### src/shared/rtfc_pkg.sv
// Constants, types and state encodings for the radio transmit fault control block
// Assumes one 100 MHz clock and inputs synchronous to it
// Contract
// - Fault lamp lights when any receiver lock monitor reports unlock (one high, two low).
// - Fault lamp lights when transmitter lock monitor input is high.
// - Fault lamp lights when receiver and transmitter band flags differ.
// - Fault lamp lights on low transmit power, checked only while keyed.
// - Any fault blocks receive audio and sidetone from the line output.
// - Keying from the selected source, local or remote, puts the relay in transmit position.
// - Amplifiers may turn on only while keyed and transmitter locked.
// - Permitted with band flag low: upper amplifier on, lower amplifier off.
// - Permitted with band flag high: lower amplifier on, upper amplifier off.
// - While keyed, receive audio is cut from amplifiers and loudspeaker inhibited.
// - Local/remote select picks keying and audio source.
// - Panel selecting amplitude mode lights that lamp, frequency lamp off.
// - Frequency lamp and mode only when selected and upper band.
// - Amplitude mode or lower band routes audio to driver, otherwise to synthesiser.
// - Modulation depth setting follows transmitter band flag.
// - Transmitting sends sidetone to headphones, and line output without fault.
// - Receiving passes receive audio to speaker, headphones, line without fault.
package rtfc_pkg;

	localparam int SYNC_STAGES = 2;
	localparam int NUM_INPUTS = 11;
	localparam logic [1:0] SETTLE_CYCLES = 2'h3;
	localparam logic [NUM_INPUTS-1:0] INPUT_RESET = 11'h000;

	// Input bit positions in the synchronised vector
	localparam int IX_RX_OSC1_UNLOCK = 0;
	localparam int IX_SECOND_OSC_LOCK = 1;
	localparam int IX_RX_OSC3_LOCK = 2;
	localparam int IX_TX_UNLOCK = 3;
	localparam int IX_RX_BAND = 4;
	localparam int IX_TX_BAND = 5;
	localparam int IX_POWER_OK = 6;
	localparam int IX_LOCAL_KEY = 7;
	localparam int IX_REMOTE_KEY = 8;
	localparam int IX_REMOTE_SEL = 9;
	localparam int IX_AM_SEL = 10;

	typedef enum logic [1:0] {
		RTFC_ST_SETTLE = 2'h1,
		RTFC_ST_RUN = 2'h2
	} rtfc_state_t;

	typedef struct packed {
		logic upper_pa_on;
		logic lower_pa_on;
		logic relay_tx;
	} rtfc_tx_ctrl_t;

	typedef struct packed {
		logic rx_to_amps;
		logic speaker_on;
		logic headphone_rx;
		logic headphone_sidetone;
		logic line_rx;
		logic line_sidetone;
		logic remote_audio_src;
		logic am_driver_route;
		logic depth_lower_band;
	} rtfc_audio_ctrl_t;

	typedef struct packed {
		logic fault_lamp;
		logic am_lamp;
		logic fm_lamp;
	} rtfc_lamps_t;

endpackage

### src/rtfc_top.sv
// Fault gathering, keying, amplifier and lamp control of the audio and control unit
// Assumes level inputs synchronous to clk; analogue paths are steered by the outputs
`timescale 1ns/1ps
module rtfc_top #(
	parameter int NUM_IN = rtfc_pkg::NUM_INPUTS
) (
	input wire logic clk,
	input wire logic reset,
	input wire logic rx_osc1_unlock,
	input wire logic second_osc_unlock_n,
	input wire logic rx_osc3_unlock_n,
	input wire logic tx_unlock,
	input wire logic rx_band_flag,
	input wire logic tx_band_flag,
	input wire logic tx_power_ok,
	input wire logic local_key,
	input wire logic remote_key,
	input wire logic remote_select,
	input wire logic am_select,
	output rtfc_pkg::rtfc_tx_ctrl_t tx_ctrl,
	output rtfc_pkg::rtfc_audio_ctrl_t audio_ctrl,
	output rtfc_pkg::rtfc_lamps_t lamps,
	output logic inputs_valid
);

	logic [NUM_IN-1:0] raw_in;
	logic [NUM_IN-1:0] sync_meta;
	logic [NUM_IN-1:0] sync_in;
	logic [1:0] settle_count;
	logic [1:0] next_settle_count;
	rtfc_pkg::rtfc_state_t state;
	rtfc_pkg::rtfc_state_t next_state;
	rtfc_pkg::rtfc_tx_ctrl_t next_tx_ctrl;
	rtfc_pkg::rtfc_audio_ctrl_t next_audio_ctrl;
	rtfc_pkg::rtfc_lamps_t next_lamps;

	assign raw_in = {am_select, remote_select, remote_key, local_key, tx_power_ok,
		tx_band_flag, rx_band_flag, tx_unlock, rx_osc3_unlock_n, second_osc_unlock_n,
		rx_osc1_unlock};

	// First stage is read only by the second stage
	always_ff @(posedge clk or posedge reset) begin
		if (reset) begin
			sync_meta <= rtfc_pkg::INPUT_RESET;
			sync_in <= rtfc_pkg::INPUT_RESET;
		end else begin
			sync_meta <= raw_in;
			sync_in <= sync_meta;
		end
	end

	wire s_osc1_unlock = sync_in[rtfc_pkg::IX_RX_OSC1_UNLOCK];
	wire s_osc2_lock = sync_in[rtfc_pkg::IX_SECOND_OSC_LOCK];
	wire s_osc3_lock = sync_in[rtfc_pkg::IX_RX_OSC3_LOCK];
	wire s_tx_unlock = sync_in[rtfc_pkg::IX_TX_UNLOCK];
	wire s_rx_band = sync_in[rtfc_pkg::IX_RX_BAND];
	wire s_tx_band = sync_in[rtfc_pkg::IX_TX_BAND];
	wire s_power_ok = sync_in[rtfc_pkg::IX_POWER_OK];
	wire s_remote_sel = sync_in[rtfc_pkg::IX_REMOTE_SEL];
	wire s_am_sel = sync_in[rtfc_pkg::IX_AM_SEL];

	// Source select picks one key; the other is ignored
	wire key_src = s_remote_sel ? sync_in[rtfc_pkg::IX_REMOTE_KEY]
		: sync_in[rtfc_pkg::IX_LOCAL_KEY];
	wire run = (state == rtfc_pkg::RTFC_ST_RUN);
	wire keyed = key_src & run;

	// Second oscillator monitor arrives active low from its sub-module
	wire rx_unlock = s_osc1_unlock | ~s_osc2_lock | ~s_osc3_lock;
	wire band_mismatch = s_rx_band ^ s_tx_band;
	wire low_power = keyed & ~s_power_ok;
	wire fault = rx_unlock | s_tx_unlock | band_mismatch | low_power;

	wire tx_permit = keyed & ~s_tx_unlock;
	wire lower_band = s_tx_band;

	always_comb begin
		next_state = state;
		next_settle_count = settle_count;
		case (state)
			rtfc_pkg::RTFC_ST_SETTLE: begin
				// Wait until both synchroniser stages hold real input values
				if (settle_count == rtfc_pkg::SETTLE_CYCLES) begin
					next_state = rtfc_pkg::RTFC_ST_RUN;
				end else begin
					next_settle_count = settle_count + 2'h1;
				end
			end
			rtfc_pkg::RTFC_ST_RUN: begin
				next_state = rtfc_pkg::RTFC_ST_RUN;
			end
			default: begin
				next_state = rtfc_pkg::RTFC_ST_SETTLE;
				next_settle_count = 2'h0;
			end
		endcase
	end

	always_comb begin
		next_tx_ctrl.relay_tx = keyed;
		next_tx_ctrl.upper_pa_on = tx_permit & ~lower_band;
		next_tx_ctrl.lower_pa_on = tx_permit & lower_band;
		next_audio_ctrl.rx_to_amps = ~keyed;
		next_audio_ctrl.speaker_on = ~keyed;
		next_audio_ctrl.headphone_rx = ~keyed;
		next_audio_ctrl.headphone_sidetone = keyed;
		next_audio_ctrl.line_rx = ~keyed & ~fault;
		next_audio_ctrl.line_sidetone = keyed & ~fault;
		next_audio_ctrl.remote_audio_src = s_remote_sel;
		// Frequency mode falls back to amplitude routing in the lower band
		next_audio_ctrl.am_driver_route = s_am_sel | lower_band;
		next_audio_ctrl.depth_lower_band = lower_band;
		next_lamps.fault_lamp = fault & run;
		next_lamps.am_lamp = s_am_sel & run;
		next_lamps.fm_lamp = ~s_am_sel & ~lower_band & run;
	end

	always_ff @(posedge clk or posedge reset) begin
		if (reset) begin
			state <= rtfc_pkg::RTFC_ST_SETTLE;
			settle_count <= 2'h0;
		end else begin
			state <= next_state;
			settle_count <= next_settle_count;
		end
	end

	// Registered outputs cost one cycle but keep glitches off the relay and lamps
	always_ff @(posedge clk or posedge reset) begin
		if (reset) begin
			tx_ctrl <= '0;
			audio_ctrl <= '0;
			lamps <= '0;
			inputs_valid <= 1'b0;
		end else begin
			tx_ctrl <= next_tx_ctrl;
			audio_ctrl <= next_audio_ctrl;
			lamps <= next_lamps;
			inputs_valid <= run;
		end
	end

endmodule

### config.mk
export PLATFORM = sky130hd
export DESIGN_NAME = rtfc_top
export DESIGN_NICKNAME = d
export VERILOG_FILES = /design/src/shared/rtfc_pkg.sv /design/src/rtfc_top.sv
export SDC_FILE = /design/constraint.sdc
export NUM_CORES = 1
export LEC_CHECK = 0
export BUFFER_PORTS_ARGS = -buffer_cell sky130_fd_sc_hd__clkbuf_2
export CAP_MARGIN = 5
export CORE_MARGIN = 1.5
export CORE_UTILIZATION = 45
export DETAILED_ROUTE_END_ITERATION = 10
export GPL_ROUTABILITY_DRIVEN = 0
export GPL_TIMING_DRIVEN = 1
export MAX_ROUTING_LAYER = met4
export PLACE_DENSITY_LB_ADDON = 0.2
export SYNTH_ARGS = -nofsm -noshare
export SYNTH_HDL_FRONTEND = slang
export SYNTH_SLANG_ARGS = --single-unit
export TNS_END_PERCENT = 100
### constraint.sdc
create_clock -name clk -period 1.4 [get_ports clk]
set_input_delay 0.28 -clock clk [delete_from_list [all_inputs] [get_ports clk]]
set_output_delay 0.28 -clock clk [all_outputs]
set_load 0.05 [all_outputs]
==> flow_summary.toml <==
[sta]
fin_setup_tns_ps = 0
hold_slack_ps = 44.1
timing_worst_slew_pin_value_ps = 372
skew_ps = 4.20
hold_violations = 0
finalSetupViolations = 0
rsz_0062_raised_after_global_routing = "false"
final.min_clock_period_ps = 1270
max_clock_freq_ghz = 0.786
post-route-period-util_pct = 90.9
timing.final.max_slew_violations = 0
max-slew-margin-rel_pct = 75.2

[setup_path]
critical_path_arrival_ps = 990
critPathMaxStageDelay_ps = 380
reg2reg_slack_ps = 130
crit_path_max_fanout = 3
r2r-start = "state[0]"
r2r_cells = 5
critPathBufInv = 1
critical_path_depth = 1
cp_data_required_time_ps = 1120
timing.critical_path.cells = "clkbuf_2"
cp_top_family = "flip-flops"
worst_setup_path_end_kind = "output pin"
cpMaxStageDelayCell = "dfrtp_1"
worst_setup_path_startpoint = "audio_ctrl[6]"
criticalPathCategory = "register to output pin"
worst_r2r_endpoint = "settle_count[0]"
end_point_of_the_critical_path = "audio_ctrl[6]"
crit_path_start_kind = "register"

[clocking]
tritoncts_clock_tree = "done"
tritoncts.num_buffers = 5
clk_pin_slew_ps = 100
cts_max_path_buffers = 2
cts_max_level = 2
cts_root_buf = "clkbuf_4"
clk-insertion-delay-late_ps = 330
number_of_sinks_driven_by_the_clock_tree = 39

[power]
irDropWorstVdd_mv = 0.972
p_per_cell_area_nw_per_um2 = 1410
static-leakage-power_nw = 0.758

[routing]
ant_nets = 0
remaining_drc_errors = 0
wl_microns = 1550
dr.pass1.iters = 4
average_wire_per_standard_cell_microns = 10.8
avgViaCountPerCell = 4.67
drt_iter0_markers = 7
via_count = 668

[global_routing]
grt_overflow = 0
grt_use_met1_pct = 12.5
number_of_antenna_violations_at_the_first_check_in_global_routing = 0
grt_max_degree = 17
globalRouteMet3Util_pct = 5.15
grt_pass1_wl_microns = 2710
first_global_vias = 658
groute.layer.met2.usage_pct = 19.4
grt.total_usage_pct = 12.3
grt_busiest_layer = "met2"

[synth]
synth_warnings = 0
mapped_cell_area_sq_um = 1230
synthDominantCellAreaShare_pct = 77.1
synth.ff_latch_count = 39
sequential_cell_area_fraction_in_the_yosys_report_pct = 79.2
synthTopCellsByArea = "dfrtp_1, ha_1, dfstp_2"
syn_avg_cell_area_sq_um = 15.8
netlist-cell-type-count = 25
synth_nets = 94
syn_inst = 78
synthDominantAreaCellType = "dfrtp_1"

[run]
drv_cap = 0

[layout]
finish.utilization_pct = 58.8
final_net_count = 128
antennaDiodeCount = 0
most-common-layout-cells = "dfrtp_1, clkbuf_2, inv_1"
syn2layout_area_growth_pct = 21.4
layout.cells.most_common = "dfrtp_1"
final_layout_size_suffix_gt1_share_pct = 39.8
fill_cells = 220

[floorplanning]
floorplan.initialDensity_pct = 48.5
chipWidth_microns = 55.4
fp-row-count = 18
die_h_microns = 55.4
ios = 29
core_area_sq_um = 2540
area_enclosed_by_the_die_boundary_sq_um = 3060

[placement]
detailed_place_hpwl_microns = 1140
buffer_ports.inserted = 28

[worst_hold_path]
hp-class = "primary input to register"

[outcome]
run_status = "complete, no violations"
[through the flow]
stage	setup WS (ps)	power, W	std cells	instance area [sq um]
after global placement	112	0.00138	134	1400
after detailed placement	57.5	0.00138	134	1400
final	127	0.00211	143	1500
after CTS	25.0	0.00214	143	1500
after floorplan	96.2	0.00134	78	1230
after global routing	9.26	0.00221	143	1500
[flip-flops by register name, summed over array words and instances, names as in the netlist]
register and flops:
settle_count 2, lamps 3, tx_ctrl 2, sync_in 11, inputs_valid 1, sync_meta 11
audio_ctrl 7, state 2
[Yosys cell counts]
cell type  instances
a21oi_1            1
a22oi_1            1
and2_1             1
and4bb_1           1
buf_4              3
clkbuf_2           1
dfrtp_1           38
dfstp_2            1
ha_1               3
inv_1              6
inv_2              1
mux2i_1            1
nand2_1            3
nand2b_4           1
nor2_1             3
nor2_2             1
nor3_1             3
nor3b_2            1
o21a_1             1
o21ai_0            2
o21ai_1            1
o31a_1             1
o31ai_1            1
or2_2              1
xnor2_1            1
[cells by family after synthesis]
| logic type | share of synthesized area (%) |
|---|---|
| multiplexers | 0.811 |
| flip-flops | 79.2 |
| buffers and inverters | 4.36 |
| XOR/XNOR | 0.710 |
| adder cells (fa/ha/maj) | 3.04 |
| AND/OR/NAND/NOR | 7.71 |
| AO/OA/AOI/OAI | 4.16 |
[how the worst min path moves through the flow]
stage	startpoint	endpoint	slack [ps]	cells past startpoint
floorplan	rx_osc1_unlock	sync_meta[0]	310	0
global placement	reset	sync_meta[7]	250	2
detailed placement	reset	sync_in[8]	250	2
CTS	tx_power_ok	sync_meta[6]	30	1
global route	tx_power_ok	sync_meta[6]	20	1
finish	tx_unlock	sync_meta[3]	40	1
[timing repair]
item	in CTS	in global routing
buffers inserted	0	0
gates resized for setup	0	1
setup endpoints to repair	0	2
hold buffers	1	0
hold endpoints to repair	8	0
[area by class of cell]
class	instances	area, sq um	area share [%]
Sequential cell	39	977	65.2
Multi-Input combinational cell	28	205	13.7
Timing Repair Buffer	31	165	11.0
Clock buffer	6	51.3	3.43
Tap cell	30	37.5	2.51
Clock inverter	2	35.0	2.34
Inverter	7	26.3	1.75
[power by group]
group,switching (W),internal [W]
combinational,0.000123,0.0000442
clock,0.000328,0.000422
sequential,0.0000172,0.00117
[metal layers]
layer  wire length (microns)  vias to the layer above
li1                        -                      316
met1                     629                      317
met2                     749                       27
met3                     123                        8
met4                      47                        0
met5                       0                        -
Note: power is estimated with default switching activity, not from simulation.
